===== config.mk =====
export PLATFORM = sky130hd
export DESIGN_NAME = rtq_irq
export DESIGN_NICKNAME = d
export VERILOG_FILES = /design/src/rtl/rtq_pkg.sv /design/src/rtl/rtq_irq.sv
export SDC_FILE = /design/constraint.sdc
export NUM_CORES = 1
export LEC_CHECK = 0
export BUFFER_PORTS_ARGS = -buffer_cell sky130_fd_sc_hd__buf_2
export CAP_MARGIN = 10
export CORE_MARGIN = 2
export CORE_UTILIZATION = 53
export CTS_CLUSTER_DIAMETER = 30
export CTS_CLUSTER_SIZE = 30
export DETAILED_ROUTE_END_ITERATION = 6
export GPL_TIMING_DRIVEN = 0
export PLACE_DENSITY_LB_ADDON = 0.15
export REMOVE_ABC_BUFFERS = 1
export SLEW_MARGIN = 20
export SYNTH_ARGS = -nofsm -noshare
export SYNTH_HDL_FRONTEND = slang
export SYNTH_SLANG_ARGS = --single-unit

===== constraint.sdc =====
create_clock -name clk -period 2.5 [get_ports clk]
set_input_delay 0.125 -clock clk [delete_from_list [all_inputs] [get_ports clk]]
set_output_delay 0.125 -clock clk [all_outputs]
set_load 0.1 [all_outputs]

===== src/rtl/rtq_pkg.sv =====
// Purpose: Shared constants and state type for the RTC interrupt combiner
// Assumes: 40 MHz system clock; 8-bit register port with 4-bit address
// Notes:   Register offsets, field positions and pulse timing live here

package rtq_pkg;

  // System clock rate
  localparam int unsigned CLK_HZ = 40000000;

  // Pulse widths as divisors of one second (width = 1/DIV s)
  localparam int unsigned DIV_8192 = 8192;
  localparam int unsigned DIV_4096 = 4096;
  localparam int unsigned DIV_128  = 128;
  localparam int unsigned DIV_64   = 64;

  // Widths in clock cycles, rounded down
  localparam int unsigned CYC_8192 = CLK_HZ / DIV_8192;
  localparam int unsigned CYC_4096 = CLK_HZ / DIV_4096;
  localparam int unsigned CYC_128  = CLK_HZ / DIV_128;
  localparam int unsigned CYC_64   = CLK_HZ / DIV_64;

  // Pulse counter width
  localparam int unsigned CNT_W = 20;

  // Register offsets
  localparam logic [3:0] OFS_CTRL   = 4'h0;
  localparam logic [3:0] OFS_CTRL2  = 4'h1;
  localparam logic [3:0] OFS_FLAGS  = 4'h2;
  localparam logic [3:0] OFS_STATUS = 4'h3;

  // Flag register bit positions
  localparam int unsigned FB_TICK  = 0;
  localparam int unsigned FB_CD    = 1;
  localparam int unsigned FB_ALARM = 2;
  localparam int unsigned FB_TS0   = 3;
  localparam int unsigned FB_TS1   = 4;
  localparam int unsigned FB_BSW   = 5;
  localparam int unsigned FB_WD    = 6;
  localparam int unsigned FB_BLOW  = 7;

  // Countdown source clock selection codes
  localparam logic [1:0] SRC_4096 = 2'h0;
  localparam logic [1:0] SRC_64   = 2'h1;
  localparam logic [1:0] SRC_1    = 2'h2;
  localparam logic [1:0] SRC_1_60 = 2'h3;

  // Reset values
  localparam logic [7:0] CTRL_RST  = 8'h00;
  localparam logic [2:0] CTRL2_RST = 3'h0;

  // Whole state of the block
  typedef struct packed {
    logic             sec_enable;
    logic             slow_tick_enable;
    logic             timer_pulse_select;
    logic             countdown_irq_enable;
    logic             alarm_irq_enable;
    logic             timestamp_irq_enable;
    logic             switchover_irq_enable;
    logic             battery_low_irq_enable;
    logic [1:0]       watchdog_control_field;
    logic             switchover_stamp_enable;
    logic             tick_flag;
    logic             countdown_flag;
    logic             alarm_flag;
    logic [1:0]       timestamp_flags;
    logic             battery_switch_flag;
    logic             battery_low_flag;
    logic             ts_pin_prev;
    logic [CNT_W-1:0] tick_cnt;
    logic [CNT_W-1:0] cd_cnt;
    logic             irq_oe;
    logic             irq_level;
    logic             stamp_capture;
    logic [7:0]       rdata;
  } rtq_state_t;

endpackage


===== src/rtl/rtq_irq.sv =====
// Purpose: RTC interrupt combiner with switch-over timestamp control
// Assumes: All inputs synchronous to clk; event inputs are one-cycle strobes
// Notes:   Interrupt pin is open-drain, active low: irq_n_o is always 0, irq_n_oe pulls
//
// Notes on behaviour
// - Stamp enable 0: switch-over never touches the timestamp registers.
// - Stamp enable 1, switch flag 0: switch-over captures time, sets switch flag.
// - Stamp enable 1, switch flag 1: no capture, switch-over and pin edges ignored.
// - Interrupt pin active low open-drain, released when all sources disabled.
// - Sources other than tick and countdown drive a level following their flag.
// - Tick output is pulse if pulse select 1, else level until flag cleared.
// - Tick, countdown, alarm, timestamp, switch flags clearable; watchdog, battery low not.
// - Battery low flag clears itself when the battery is replaced.
// - Tick flag: never, per minute, or per second depending on the two enables.
// - Tick pulse is one sixty-fourth of a second long.
// - Countdown output is pulse per period or level, chosen by pulse select.
// - Countdown pulse width depends on source clock and loaded value n.
// - Countdown gives no interrupts while loaded value is zero.
// - Clearing tick or countdown flag ends its pulse at once.
// - Watchdog field enables a level interrupt following the watchdog flag.
// - Watchdog interrupt ends when the watchdog clears its own flag or the field is set to 0.
// - Alarm interrupt follows alarm flag, ends at once when cleared.
// - Timestamp interrupt follows timestamp flags, ends at once when cleared.
// - Switch-over interrupt follows switch flag, ends at once when cleared.
// - Battery low interrupt follows its flag, ends on replacement or disable.
//
// Added by the designer: strobed register access and the register offsets.

`timescale 1ns/1ps

module rtq_irq #(
  parameter int unsigned TICK_PULSE_CYC = rtq_pkg::CYC_64,
  parameter int unsigned CD_8192_CYC    = rtq_pkg::CYC_8192,
  parameter int unsigned CD_4096_CYC    = rtq_pkg::CYC_4096,
  parameter int unsigned CD_128_CYC     = rtq_pkg::CYC_128,
  parameter int unsigned CD_64_CYC      = rtq_pkg::CYC_64
) (
  input  wire logic       clk,
  input  wire logic       rst_b,
  input  wire logic [3:0] reg_addr,
  input  wire logic [7:0] reg_wdata,
  input  wire logic       reg_wr,
  input  wire logic       reg_rd,
  output logic      [7:0] reg_rdata,
  input  wire logic       sec_inc,
  input  wire logic       min_inc,
  input  wire logic       cd_period,
  input  wire logic [1:0] cd_src_sel,
  input  wire logic [7:0] cd_value,
  input  wire logic       alarm_match,
  input  wire logic       timestamp_trigger_n,
  input  wire logic       switchover_event,
  input  wire logic       watchdog_flag,
  input  wire logic       batt_low_detect,
  input  wire logic       batt_replaced,
  output logic      [1:0] watchdog_control_field,
  output logic            stamp_capture,
  output logic            irq_n_o,
  output logic            irq_n_oe
);

  localparam int unsigned CNT_MAX = (1 << rtq_pkg::CNT_W) - 1;

  // Refuse widths the pulse counters cannot hold, one check per width
  if (TICK_PULSE_CYC < 1 || TICK_PULSE_CYC > CNT_MAX) begin : g_bad_tick
    $error("tick pulse width out of counter range");
  end
  if (CD_8192_CYC < 1 || CD_8192_CYC > CNT_MAX) begin : g_bad_cd8192
    $error("short fast countdown pulse width out of counter range");
  end
  if (CD_4096_CYC < 1 || CD_4096_CYC > CNT_MAX) begin : g_bad_cd4096
    $error("fast countdown pulse width out of counter range");
  end
  if (CD_128_CYC < 1 || CD_128_CYC > CNT_MAX) begin : g_bad_cd128
    $error("short slow countdown pulse width out of counter range");
  end
  if (CD_64_CYC < 1 || CD_64_CYC > CNT_MAX) begin : g_bad_cd64
    $error("slow countdown pulse width out of counter range");
  end

  rtq_pkg::rtq_state_t s_q;
  rtq_pkg::rtq_state_t s_d;

  // Next-state logic
  always_comb begin
    logic                     wr_ctrl;
    logic                     wr_ctrl2;
    logic                     wr_flags;
    logic                     ts_fall;
    logic                     stamp_block;
    logic                     tick_set;
    logic                     cd_set;
    logic                     clr_tick;
    logic                     clr_cd;
    logic [rtq_pkg::CNT_W-1:0] cd_width;
    logic                     tick_req;
    logic                     cd_req;
    logic                     any_req;
    logic [7:0]               flags_rd;
    logic                     set_alarm;
    logic                     set_ts0;
    logic                     set_ts1;
    logic                     set_bsw;
    logic                     clr_alarm;
    logic                     clr_ts0;
    logic                     clr_ts1;
    logic                     clr_bsw;
    logic                     wd_req;
    logic                     alarm_req;
    logic                     ts_req;
    logic                     bsw_req;
    logic                     blow_req;
    // Locals start from known values on every pass
    ts_fall     = 1'b0;
    stamp_block = 1'b0;
    tick_set    = 1'b0;
    cd_set      = 1'b0;
    clr_tick    = 1'b0;
    clr_cd      = 1'b0;
    cd_width    = '0;
    tick_req    = 1'b0;
    cd_req      = 1'b0;
    any_req     = 1'b0;
    flags_rd    = 8'h00;
    set_alarm   = 1'b0;
    set_ts0     = 1'b0;
    set_ts1     = 1'b0;
    set_bsw     = 1'b0;
    clr_alarm   = 1'b0;
    clr_ts0     = 1'b0;
    clr_ts1     = 1'b0;
    clr_bsw     = 1'b0;
    wd_req      = 1'b0;
    alarm_req   = 1'b0;
    ts_req      = 1'b0;
    bsw_req     = 1'b0;
    blow_req    = 1'b0;
    wr_ctrl     = reg_wr && (reg_addr == rtq_pkg::OFS_CTRL);
    wr_ctrl2    = reg_wr && (reg_addr == rtq_pkg::OFS_CTRL2);
    wr_flags    = reg_wr && (reg_addr == rtq_pkg::OFS_FLAGS);
    s_d         = s_q;

    // Control registers
    if (wr_ctrl) begin
      s_d.sec_enable             = reg_wdata[0];
      s_d.slow_tick_enable       = reg_wdata[1];
      s_d.timer_pulse_select     = reg_wdata[2];
      s_d.countdown_irq_enable   = reg_wdata[3];
      s_d.alarm_irq_enable       = reg_wdata[4];
      s_d.timestamp_irq_enable   = reg_wdata[5];
      s_d.switchover_irq_enable  = reg_wdata[6];
      s_d.battery_low_irq_enable = reg_wdata[7];
    end
    if (wr_ctrl2) begin
      s_d.watchdog_control_field  = reg_wdata[1:0];
      s_d.switchover_stamp_enable = reg_wdata[2];
    end

    // Timestamp pin edge and switch-over capture
    ts_fall           = s_q.ts_pin_prev && !timestamp_trigger_n;
    s_d.ts_pin_prev   = timestamp_trigger_n;
    stamp_block       = s_q.switchover_stamp_enable && s_q.battery_switch_flag;
    set_ts0           = ts_fall && !stamp_block;
    set_ts1           = switchover_event && s_q.switchover_stamp_enable &&
                        !s_q.battery_switch_flag;
    // Switch flag rises on every switch-over unless stamping has locked it
    set_bsw           = switchover_event && !stamp_block;
    s_d.stamp_capture = set_ts0 || set_ts1;

    // Event sources; a write of 0 to a flag bit clears it, set wins
    tick_set  = s_q.sec_enable ? sec_inc : (s_q.slow_tick_enable && min_inc);
    cd_set    = cd_period && (cd_value != 8'h00);
    set_alarm = alarm_match;
    clr_tick  = wr_flags && !reg_wdata[rtq_pkg::FB_TICK];
    clr_cd    = wr_flags && !reg_wdata[rtq_pkg::FB_CD];
    clr_alarm = wr_flags && !reg_wdata[rtq_pkg::FB_ALARM];
    clr_ts0   = wr_flags && !reg_wdata[rtq_pkg::FB_TS0];
    clr_ts1   = wr_flags && !reg_wdata[rtq_pkg::FB_TS1];
    clr_bsw   = wr_flags && !reg_wdata[rtq_pkg::FB_BSW];

    // Clearable flags
    s_d.tick_flag           = (s_q.tick_flag && !clr_tick) || tick_set;
    s_d.countdown_flag      = (s_q.countdown_flag && !clr_cd) || cd_set;
    s_d.alarm_flag          = (s_q.alarm_flag && !clr_alarm) || set_alarm;
    s_d.timestamp_flags[0]  = (s_q.timestamp_flags[0] && !clr_ts0) || set_ts0;
    s_d.timestamp_flags[1]  = (s_q.timestamp_flags[1] && !clr_ts1) || set_ts1;
    s_d.battery_switch_flag = (s_q.battery_switch_flag && !clr_bsw) || set_bsw;
    // Battery low flag is not writable; replacement clears it
    if (batt_low_detect) begin
      s_d.battery_low_flag = 1'b1;
    end else if (batt_replaced) begin
      s_d.battery_low_flag = 1'b0;
    end

    // Tick pulse generator, 1/64 s
    if (tick_set && s_q.timer_pulse_select) begin
      s_d.tick_cnt = rtq_pkg::CNT_W'(TICK_PULSE_CYC);
    end else if (!s_d.tick_flag) begin
      s_d.tick_cnt = '0;
    end else if (s_q.tick_cnt != '0) begin
      s_d.tick_cnt = s_q.tick_cnt - 1'b1;
    end

    // Countdown pulse width from source clock and loaded value
    unique case (cd_src_sel)
      rtq_pkg::SRC_4096: begin
        cd_width = (cd_value == 8'h01) ? rtq_pkg::CNT_W'(CD_8192_CYC)
                                       : rtq_pkg::CNT_W'(CD_4096_CYC);
      end
      rtq_pkg::SRC_64: begin
        cd_width = (cd_value == 8'h01) ? rtq_pkg::CNT_W'(CD_128_CYC)
                                       : rtq_pkg::CNT_W'(CD_64_CYC);
      end
      rtq_pkg::SRC_1, rtq_pkg::SRC_1_60: begin
        cd_width = rtq_pkg::CNT_W'(CD_64_CYC);
      end
    endcase

    // Countdown pulse generator
    if (cd_set && s_q.timer_pulse_select) begin
      s_d.cd_cnt = cd_width;
    end else if (!s_d.countdown_flag) begin
      s_d.cd_cnt = '0;
    end else if (s_q.cd_cnt != '0) begin
      s_d.cd_cnt = s_q.cd_cnt - 1'b1;
    end

    // Per-source requests, pulsed or level
    tick_req = (s_q.sec_enable || s_q.slow_tick_enable) &&
               (s_q.timer_pulse_select ? (s_d.tick_cnt != '0) : s_d.tick_flag);
    cd_req   = s_q.countdown_irq_enable &&
               (s_q.timer_pulse_select ? (s_d.cd_cnt != '0) : s_d.countdown_flag);
    // Level sources follow their flags
    wd_req    = (s_q.watchdog_control_field != 2'h0) && watchdog_flag;
    alarm_req = s_q.alarm_irq_enable && s_d.alarm_flag;
    ts_req    = s_q.timestamp_irq_enable && (s_d.timestamp_flags != 2'h0);
    bsw_req   = s_q.switchover_irq_enable && s_d.battery_switch_flag;
    blow_req  = s_q.battery_low_irq_enable && s_d.battery_low_flag;
    any_req   = tick_req || cd_req || wd_req || alarm_req ||
                ts_req || bsw_req || blow_req;
    s_d.irq_oe    = any_req;
    s_d.irq_level = 1'b0;

    // Read port, data valid only in the cycle after the strobe
    flags_rd = {s_q.battery_low_flag, watchdog_flag, s_q.battery_switch_flag,
                s_q.timestamp_flags, s_q.alarm_flag, s_q.countdown_flag, s_q.tick_flag};
    s_d.rdata = 8'h00;
    if (reg_rd) begin
      unique case (reg_addr)
        rtq_pkg::OFS_CTRL: begin
          s_d.rdata = {s_q.battery_low_irq_enable, s_q.switchover_irq_enable,
                       s_q.timestamp_irq_enable, s_q.alarm_irq_enable,
                       s_q.countdown_irq_enable, s_q.timer_pulse_select,
                       s_q.slow_tick_enable, s_q.sec_enable};
        end
        rtq_pkg::OFS_CTRL2: begin
          s_d.rdata = {5'h00, s_q.switchover_stamp_enable, s_q.watchdog_control_field};
        end
        rtq_pkg::OFS_FLAGS: begin
          s_d.rdata = flags_rd;
        end
        rtq_pkg::OFS_STATUS: begin
          s_d.rdata = {5'h00, (s_q.cd_cnt != '0), (s_q.tick_cnt != '0), s_q.irq_oe};
        end
        default: begin
          s_d.rdata = 8'h00;
        end
      endcase
    end
  end

  // State register
  always_ff @(posedge clk or negedge rst_b) begin
    if (!rst_b) begin
      s_q                         <= '0;
      {s_q.battery_low_irq_enable, s_q.switchover_irq_enable,
       s_q.timestamp_irq_enable, s_q.alarm_irq_enable,
       s_q.countdown_irq_enable, s_q.timer_pulse_select,
       s_q.slow_tick_enable, s_q.sec_enable} <= rtq_pkg::CTRL_RST;
      {s_q.switchover_stamp_enable, s_q.watchdog_control_field} <= rtq_pkg::CTRL2_RST;
      s_q.battery_switch_flag     <= 1'b0;
      s_q.ts_pin_prev             <= 1'b1;
    end else begin
      s_q <= s_d;
    end
  end

  // Outputs straight from state
  assign reg_rdata              = s_q.rdata;
  assign watchdog_control_field = s_q.watchdog_control_field;
  assign stamp_capture          = s_q.stamp_capture;
  assign irq_n_o                = s_q.irq_level;
  assign irq_n_oe               = s_q.irq_oe;

endmodule


==> Word-level counts from Yosys, hierarchy flattened <==
Cells that the tools add are included.
{ "totals": {"ff_bits": 69, "inputBits": 35, "out_inout_bits": 13, "word_cells": 118} }
{ "classes": {"addsub": 2, "n_eq_ne": 7, "muxes": 16, "n_reduce_logical": 71} }
{ "op_table": {"columns": ["cell", "count"], "rows": [
  ["$mux 20", 7],
  ["$reduce_bool 20->1", 4],
  ["$pmux 20 s3", 1],
  ["$sub 20x1->20 const B", 2],
  ["$logic_and 1x1->1", 32],
  ["$pmux 8 s4", 1],
  ["$logic_not 1->1", 15],
  ["$logic_or 1x1->1", 14],
  ["$mux 14", 1],
  ["$eq 4x2->1 const B", 2],
  ["$eq 8x1->1 const B", 1],
  ["$mux 8", 1],
  ["$reduce_bool 8->1", 1],
  ["$mux 1", 5],
  ["$eq 2x2->1 const B", 2],
  ["$eq 4x1->1 const B", 1],
  ["$logic_not 4->1", 1],
  ["$reduce_bool 2->1", 2],
  ["$eq 2x1->1 const B", 1],
  ["$logic_not 2->1", 1],
  ["$reduce_or 2->1", 1]
]} }

==> Logic depth before layout (Yosys ltp) <==
Gate-level depths: netlist of run 1.
{ "depth": {"word_depth": 17, "mapped_depth": 13, "ltp_nobuf": 10} }

==> Least setup slack after synthesis of run 1 <==
OpenSTA, ideal clock, no wires.
{ "synth_timing": {"path_kind": "register to register", "startpoint": "reg s_q[31] (netlist bit)", "endpoint": "reg s_q, in the netlist irq_n_oe", "setup_ns": 0.122, "t_arrival_ns": 2.415, "path_slack_ns": -0.036, "stages_incl_launch_ff": 12, "n_path_buf": 1, "path_cell_list": "dfrtp_1 inv_1 ha_1 or4b_1 nor4_4 nand2_1 buf_2 a211oi_2 nor4_1 nor4b_2 nand4_1 a32o_1"} }
{ "synth_rtl": {"columns": ["element", "line", "text"], "rows": [
  ["from (decl)", "rtq_irq.sv:81", "rtq_pkg::rtq_state_t s_q;"]
]} }

==> flow_summary.json, run 1 <==
{
  "start_kind": "flip-flop",
  "fin_nets": 508,
  "synth_cell_type_count": 64,
  "cts_tree": "done",
  "hpwl_mm": 6.69,
  "endpoint_kind": "flip-flop",
  "pin_count": 48,
  "stdcell_count": 573,
  "numCtsBuffers": 9,
  "wl_met3_um": 425,
  "path_clk_slew_ps": 90,
  "core.rowCount": 31,
  "ant_nets": 0,
  "overflow": 0,
  "drt-total-wl_mm": 9.80,
  "hp-class": "primary input to flip-flop",
  "slew_violations": 0,
  "synth-async-reset-ratio_pct": 100,
  "skew_ps": 13.7,
  "clkSinkCount": 69,
  "regArea_mm2": 0.00173,
  "r2r_setup_slack_ps": -110,
  "drv_cap": 0,
  "fillers": 589,
  "path_class": "flip-flop to flip-flop",
  "dr.pass1.iters": 4,
  "grtUsageTotal_pct": 24.3,
  "hp-start": "reg_wdata[4]",
  "remaining_drc_errors": 0,
  "combinationalPowerShare_pct": 37.6,
  "violations": "negative setup slack",
  "relSlewSlack_pct": 49.1,
  "irDropWorstVdd_v": 0.000385,
  "cp.arrival_ps": 2840,
  "timing.fmax_mhz": 384,
  "topRoutingLayerUsed": "met4",
  "syn_avg_cell_area_um2": 9.62,
  "final_common_cell": "dfrtp_1",
  "setup_violations": 2,
  "io_buffers": 46,
  "final.min_clock_period_ps": 2610,
  "cts_buffer_depth": 2,
  "pwr-share-seq_pct": 38.8,
  "status": "finished with violations",
  "routed_via_density": 5.80,
  "switching_share_pct": 39.1,
  "p_switching_mw": 1.74,
  "final_layout_size_suffix_gt1_share_pct": 30.8,
  "ys_seq_area_share_pct": 44.0,
  "wl_met1_mm": 4.27,
  "holdPathStages": 2,
  "die_w_um": 90.0,
  "multi_input_area_mm2": 0.00224,
  "layout_common_cells": "dfrtp_1 (65), buf_2 (46), nor2_1 (38), nand2_1 (38)",
  "syn_inst": 408,
  "dp_cells": 529,
  "reg2regPathDepth": 8,
  "internal_power_mw": 2.71,
  "grt_pass1_wl_mm": 15.9,
  "ys_warn_count": 0,
  "vias": 3323,
  "die_area_mm2": 0.00811,
  "yosys_most_used_dff": "dfrtp_1",
  "syn_area_mm2": 0.00392,
  "cts-root-buf": "clkbuf_8",
  "drtIter0Drc": 181,
  "reg2reg_to": "irq_n_oe",
  "worstPathRequired_ps": 2740,
  "area_growth_pct": 23.3,
  "met2WireLength_mm": 4.92,
  "r2r_start": "s_q[11]",
  "cts_max_level": 3,
  "period_share_pct": 104,
  "worst_slew_pin_slew_ps": 760,
  "wl_per_cell_um": 17.1,
  "grt_pass1_vias": 3310,
  "core_area_mm2": 0.00721,
  "pwr-share-clk_pct": 23.6,
  "diodes": 0,
  "ys_ff_latch": 69,
  "hold_viol_final": 0,
  "cellPowerDensity_mw_per_mm2": 918,
  "synth_edf_count": 0,
  "rsz0062_at_grt": "yes",
  "antenna_found_initial": 0,
  "final_util_pct": 67.1,
  "grt_max_degree": 39,
  "crit_fanout": 3,
  "start_util_pct": 54.4,
  "holdPathEnd": "s_q[65]",
  "gp_congestion": 0.917,
  "clk_latency_ps": 350,
  "leakagePower_nw": 2.02,
  "setup_slack_ps": -105,
  "dieHeight_um": 90.0
}
[critical path, cell delays in order (launching register included)]
cell     delay [ps]
dfrtp_1         410
or4_4           540
or3_4           380
nor4_4          170
xnor2_1         190
a31oi_1         140
o31ai_1         250
nand4_1         150
a32o_1          270
[power groups by stage]
stage               Clock (mW)  Sequential [mW]  Combinational (mW)
floorplan                    0             1.72               0.940
global placement             0             1.68                1.31
detailed placement           0             1.69                1.33
CTS                       1.07             1.68                1.46
global route              1.13             1.76                1.82
finish                    1.05             1.72                1.67
[worst max-delay path by stage]
| stage | from | endpoint | cells after the start |
|---|---|---|---|
| 3_5_place_dp | s_q[31] | irq_n_oe | 10 |
| 5_1_grt | s_q[43] | irq_n_oe | 8 |
| 2_1_floorplan | s_q[31] | irq_n_oe | 10 |
| 6_report | s_q[11] | irq_n_oe | 8 |
| 4_1_cts | s_q[32] | irq_n_oe | 11 |
| 3_3_place_gp | s_q[31] | irq_n_oe | 10 |
[cell families after synthesis]
group	share of synthesized area (%)
other	0.0956
and+or+nand+nor	23.7
adders and majority gates	1.28
buffers and inverters	4.56
AOI/OAI and AO/OA	14.0
muxes	6.12
xor gates and xnor gates	6.25
DFF	44.0
[final cells by class]
| class | instances | area share (%) |
|---|---|---|
| clock buffer | 9 | 2.56 |
| clock inverter | 7 | 2.17 |
| inverter | 10 | 0.776 |
| multi-input combinational | 304 | 46.2 |
| sequential | 69 | 35.8 |
| tap | 99 | 2.56 |
| timing repair buffer | 75 | 9.90 |
[synth_stat cells, drive strengths merged, types with 2 or more instances]
cell,number,area (µm²)
and2,4,27.5
a31oi,4,25.0
or2,3,18.8
nor4,10,77.6
a21o,5,37.5
mux4,3,67.6
clkbuf,8,30.0
nor2,38,143
mux2i,6,60.1
nor3b,5,37.5
xor2,5,43.8
dfrtp,68,1700
nand3b,2,15.0
o21ai,25,125
o22ai,3,18.8
mux2,10,113
o31a,4,35.0
nand2b,6,37.5
nor3,21,105
buf,17,111
ha,4,50.1
o31ai,10,80.1
nand4,4,25.0
nand4b,3,26.3
a21boi,2,18.8
or4,7,56.3
a211oi,2,25.0
a21oi,12,60.1
xnor2,23,201
inv,10,37.5
o21a,2,15.0
nor2b,7,43.8
o32ai,2,17.5
and4,3,26.3
nor4b,3,32.5
nand2,40,150
or3,6,37.5
nand3,5,25.0
[routing by layer]
layer  up-vias  global-route usage, %
met5         -                      0
met2        89                   41.1
met4         0                   8.59
met3        13                   3.69
li1       1600                      -
met1      1621                   32.0
[metrics by stage]
stage | power [mW] | instance area, µm² | hold WS [ps] | TNS (ps) | setup slack, ps
3_5_place_dp | 3.03 | 4160 | 90.3 | -1180 | -700
4_1_cts | 4.21 | 4630 | 8.90 | -196 | -196
3_3_place_gp | 2.99 | 4140 | 246 | -1140 | -714
6_report | 4.44 | 4840 | 19.0 | -121 | -105
5_1_grt | 4.71 | 4840 | 19.4 | -368 | -260
2_1_floorplan | 2.66 | 3780 | -171 | -165 | -165
[what timing repair did]
action / CTS / global route
buffers inserted: 9 / 13
resized for setup: 22 / 25
setup endpoints to repair: 6 / 2
hold buffers: 6 / 0
pin swaps: 10 / 8
endpoints found under the hold margin: 36 / 0
[flip-flops by register name, summed over array words and instances (netlist names)]
name,cells
stamp_capture,1
s_q,57
watchdog_control_field,2
reg_rdata,8
irq_n_oe,1
Note: power is estimated with default switching activity, not from simulation.
==> run 2: changes to the inputs <==
--- a/config.mk
+++ b/config.mk
@@ -13,7 +13,7 @@
 export CTS_CLUSTER_SIZE = 30
 export DETAILED_ROUTE_END_ITERATION = 6
 export GPL_TIMING_DRIVEN = 0
-export PLACE_DENSITY_LB_ADDON = 0.15
+export PLACE_DENSITY = 0.75
 export REMOVE_ABC_BUFFERS = 1
 export SLEW_MARGIN = 20
 export SYNTH_ARGS = -nofsm -noshare
==> flow_summary.json, run 2 (same netlist as run 1, synthesis figures left out) <==
{
  "cts_max_level": 3,
  "post-place-ws_ps": -777,
  "pin_count": 48,
  "remaining_drc_errors": 0,
  "critical-path-max-stage-delay_ps": 400,
  "final.min_clock_period_ps": 2770,
  "grt_use_met2_pct": 40.2,
  "antenna_found_initial": 0,
  "cp.depth": 12,
  "routed_via_density": 6.08,
  "drv_cap": 0,
  "relSlewSlack_pct": 46.7,
  "path_clk_slew_ps": 80,
  "use_met1_pct": 31.3,
  "largest_register_ffs": 57,
  "diodes": 0,
  "start_kind": "flip-flop",
  "setup_tns_ps": -267,
  "dieHeight_um": 90.0,
  "cts_buffer_depth": 2,
  "start_util_pct": 54.4,
  "combinationalPowerShare_pct": 39.2,
  "clkSinkCount": 69,
  "vias": 3453,
  "grtUsageTotal_pct": 24.2,
  "dp_cells": 529,
  "cts_tree": "done",
  "endpoint_kind": "flip-flop",
  "core.rowCount": 31,
  "die_w_um": 90.0,
  "grt_most_used_layer": "met2",
  "rsz0062_at_grt": "yes",
  "slew_violations": 0,
  "pwr-share-clk_pct": 21.1,
  "leakagePower_nw": 2.02,
  "whs_ps": 10.1,
  "gp_congestion": 0.939,
  "hold_viol_final": 0,
  "fin_nets": 503,
  "fin_area_mm2": 0.00478,
  "path_common_cell": "buf_4",
  "timing.fmax_mhz": 361,
  "final_util_pct": 66.2,
  "grt_max_degree": 60,
  "overflow": 0,
  "grt_pass1_vias": 3220,
  "core_area_mm2": 0.00721,
  "crit_chain": "inv_2 -> buf_4 -> buf_4 -> ha_1 -> nor3b_4 -> nand3_4 -> nor4_2 -> xnor2_1 -> nor2_1 -> nor4b_1 -> nand4_1 -> a32o_1",
  "area_growth_pct": 21.8,
  "pwr-share-seq_pct": 39.8,
  "crit_fanout": 6,
  "skew_ps": 10.4,
  "finalPower_mw": 4.33,
  "drtIter0Drc": 197,
  "setup_violations": 1,
  "irDropWorstVdd_v": 0.000426,
  "setup_slack_ps": -267,
  "hp-class": "primary input to flip-flop",
  "crit_family": "simple AND/OR/NAND/NOR gates",
  "period_share_pct": 111,
  "final_common_cell": "dfrtp_1",
  "status": "finished with violations",
  "internal_power_mw": 2.59,
  "crit_buf_inv": 3,
  "wl_per_cell_um": 18.1,
  "path_class": "flip-flop to flip-flop",
  "cts-root-buf": "clkbuf_8",
  "worst_slew_pin_slew_ps": 795,
  "io_buffers": 46,
  "holdPathStages": 3,
  "violations": "negative setup slack",
  "hpwl_mm": 6.83,
  "stdcell_count": 568,
  "placed_cell_area_mm2": 0.00417,
  "layout_common_cells": "dfrtp_1 (67), buf_2 (45), nor2_1 (38), nand2_1 (38), o21ai_0 (22)",
  "hp-start": "switchover_event",
  "dr.pass1.iters": 5,
  "drt-total-wl_mm": 10.3,
  "ant_nets": 0,
  "worstPathRequired_ps": 2740,
  "clk_latency_ps": 350,
  "grt_pass1_wl_mm": 15.7,
  "numCtsBuffers": 9,
  "switching_share_pct": 40.2,
  "slowest_stage": "dfrtp_1",
  "crit_start": "s_q[32]",
  "p_switching_mw": 1.74,
  "cellPowerDensity_mw_per_mm2": 905,
  "final_layout_size_suffix_gt1_share_pct": 30.5,
  "max_flop_register": "s_q",
  "r2r_start": "s_q[32]",
  "reg2regPathDepth": 12,
  "cp.arrival_ps": 3000,
  "die_area_mm2": 0.00811,
  "use_met3_pct": 3.94
}
[run 2: cell types whose count changed in the layout (fill, tap and decap cells not counted), moves of 2 or more]
cell,before,now
buf_4,21,16
o31ai_2,1,3
clkinv_2,0,2
a21oi_1,10,12
nor4_1,2,4
dfrtp_2,3,1
nand2_4,0,2
o31ai_1,9,7
dfrtp_1,65,67
nor3_2,4,6
[run 2: power by group through the flow]
stage	clock [mW]	combinational, mW	sequential, mW
after floorplan	0	0.940	1.72
after global placement	0	1.30	1.67
after detailed placement	0	1.34	1.69
after CTS	0.923	1.46	1.67
after global routing	0.974	1.83	1.75
final	0.911	1.69	1.72
[run 2: layer usage]
layer  vias to the layer above  routed length [µm]
met5                         -                   0
met3                        30                 643
li1                       1573                   -
met4                         0                 283
met2                       138                5230
met1                      1712                4100
[run 2: repair_timing]
item / in CTS / in global routing
endpoints found under the hold margin: 72 / 0
endpoints found under the setup margin: 6 / 2
setup buffers: 7 / 11
pin swaps: 10 / 10
gates resized for setup: 17 / 29
hold buffers: 5 / 0
[run 2: final timing paths]
path                            end  slack [ps]
setup / recovery           irq_n_oe        -270
hold / removal              s_q[53]          10
setup reg to reg           irq_n_oe        -270
hold reg to reg             s_q[55]         530
max in group asynchronous   s_q[51]        1760
min in group asynchronous   s_q[25]         160
[run 2: tightest hold or removal path, cell delays in order]
cell	delay, ps
buf_2	90
nand2_1	40
nand2_1	70
[run 2: area by class of cell]
cell class,count,area (µm²)
sequential,69,1730
clock buffer,9,124
inverter,10,37.5
fill,577,2440
tap,99,124
timing repair buffer,70,465
multi-input combinational,304,2220
clock inverter,7,73.8
==> run 3: changes to the inputs <==
--- a/config.mk
+++ b/config.mk
@@ -13,6 +13,7 @@
 export CTS_CLUSTER_SIZE = 30
 export DETAILED_ROUTE_END_ITERATION = 6
 export GPL_TIMING_DRIVEN = 0
+export MAX_ROUTING_LAYER = met4
 export PLACE_DENSITY = 0.75
 export REMOVE_ABC_BUFFERS = 1
 export SLEW_MARGIN = 20
==> flow_summary.json, run 3 (same netlist as run 1, synthesis figures left out) <==
{
  "switching_share_pct": 40.9,
  "cts_tree": "done",
  "pwr-share-seq_pct": 41.1,
  "combinationalPowerShare_pct": 39.5,
  "die_area_mm2": 0.00811,
  "reg2reg_to": "irq_n_oe",
  "multi_input_area_mm2": 0.00224,
  "slew_violations": 0,
  "routed_via_density": 5.90,
  "irDropWorstVdd_v": 0.000449,
  "cellPowerDensity_mw_per_mm2": 878,
  "start_kind": "flip-flop",
  "crit_buf_inv": 0,
  "worst_slew_pin_slew_ps": 752,
  "drv_cap": 0,
  "hold_viol_final": 0,
  "relSlewSlack_pct": 49.6,
  "reg2regPathDepth": 8,
  "internal_power_mw": 2.46,
  "overflow": 0,
  "regArea_mm2": 0.00173,
  "grt_pass1_vias": 3272,
  "cp.arrival_ps": 2980,
  "ant_nets": 0,
  "core.rowCount": 31,
  "status": "finished with violations",
  "pin_count": 48,
  "endpoint_kind": "flip-flop",
  "start_util_pct": 54.4,
  "period_share_pct": 109,
  "max_flop_register": "s_q",
  "worstPathRequired_ps": 2740,
  "r2r_start": "s_q[13]",
  "antenna_found_initial": 0,
  "drtIter0Drc": 168,
  "numCtsBuffers": 9,
  "crit_start": "s_q[13]",
  "path_class": "flip-flop to flip-flop",
  "clk_latency_ps": 350,
  "setup_tns_ps": -254,
  "critical-path-max-stage-delay_ps": 530,
  "cts_buffer_depth": 2,
  "fillers": 601,
  "crit_family": "simple AND/OR/NAND/NOR gates",
  "setup_violations": 2,
  "drt-total-wl_mm": 10.1,
  "grt_pass1_wl_mm": 15.9,
  "area_growth_pct": 20.9,
  "grt_max_degree": 60,
  "hp-class": "primary input to flip-flop",
  "crit_chain": "or4_1 -> or3_4 -> nor4_2 -> xnor2_1 -> a31oi_1 -> o31ai_2 -> nand4_1 -> a32o_1",
  "placed_cell_area_mm2": 0.00417,
  "violations": "negative setup slack",
  "worstSetupEndpoint": "irq_n_oe",
  "leakagePower_nw": 1.98,
  "gp_congestion": 0.939,
  "clkSinkCount": 69,
  "wl_per_cell_um": 17.8,
  "finalPower_mw": 4.17,
  "diodes": 0,
  "dr.pass1.iters": 4,
  "rsz0062_at_grt": "yes",
  "largest_register_ffs": 57,
  "fin_area_mm2": 0.00474,
  "fin_nets": 501,
  "slowest_stage": "or4_1",
  "vias": 3337,
  "remaining_drc_errors": 0,
  "path_clk_slew_ps": 80,
  "core_area_mm2": 0.00721,
  "final_layout_size_suffix_gt1_share_pct": 30.4,
  "whs_ps": 7.53,
  "r2r_setup_slack_ps": -240,
  "cts-root-buf": "clkbuf_8",
  "setup_slack_ps": -237,
  "final.min_clock_period_ps": 2740,
  "pwr-share-clk_pct": 19.3,
  "timing.fmax_mhz": 365,
  "final_util_pct": 65.7,
  "dieHeight_um": 90.0,
  "cts_max_level": 3,
  "die_w_um": 90.0,
  "cp.depth": 8,
  "layout_common_cells": "dfrtp_1 (67), buf_2 (45), nor2_1 (38), nand2_1 (38), o21ai_0 (22)",
  "crit_fanout": 5,
  "io_buffers": 46,
  "skew_ps": 13.8,
  "grtUsageTotal_pct": 25.2,
  "final_common_cell": "dfrtp_1",
  "hpwl_mm": 6.89,
  "p_switching_mw": 1.70
}
## run 3: stage by stage
stage          setup WS [ps]  cells
4_1_cts                 -282    559
6_report                -237    566
5_1_grt                 -356    566
2_1_floorplan           -165    383
3_3_place_gp            -741    528
3_5_place_dp            -818    529
## run 3: power by group through the flow
stage / sequential (mW) / clock [mW] / combinational [mW]
2_1_floorplan: 1.72 / 0 / 0.940
3_3_place_gp: 1.67 / 0 / 1.30
3_5_place_dp: 1.69 / 0 / 1.34
4_1_cts: 1.67 / 0.822 / 1.48
5_1_grt: 1.75 / 0.876 / 1.78
6_report: 1.71 / 0.806 / 1.65
## run 3: worst min-delay path by stage
stage / start / endpoint / slack (ps) / cells past startpoint
final: alarm_match / s_q[56] / 8 / 2
after global routing: reg_wdata[6] / s_q[63] / 10 / 2
after CTS: alarm_match / s_q[56] / 3 / 2
after detailed placement: rst_b / s_q[23] / -20 / 1
after global placement: timestamp_trigger_n / s_q[51] / 240 / 1
after floorplan: rst_b / irq_n_oe / -170 / 0
## run 3: what timing repair did
action,CTS,global route
buffers inserted,10,7
endpoints found under the setup margin,9,3
hold buffers,4,0
endpoints found under the hold margin,71,0
gates resized for setup,17,31
pin swaps,11,13
## run 3: per-layer routing
| layer | track usage [%] | share of wire [%] | vias up |
|---|---|---|---|
| li1 | - | - | 1579 |
| met1 | 31.7 | 42 | 1628 |
| met2 | 41.7 | 51 | 106 |
| met3 | 3.19 | 4.2 | 24 |
| met4 | 10.0 | 2.9 | 0 |
| met5 | - | 0 | - |
## run 3: layout make-up
type	count	share of cell area (%)
repair buffers	68	9.26
clock buffers	9	2.61
well taps	99	2.61
inverters	10	0.792
clock inverters	7	1.03
flip-flops and latches	69	36.5
multi-input cells	304	47.2
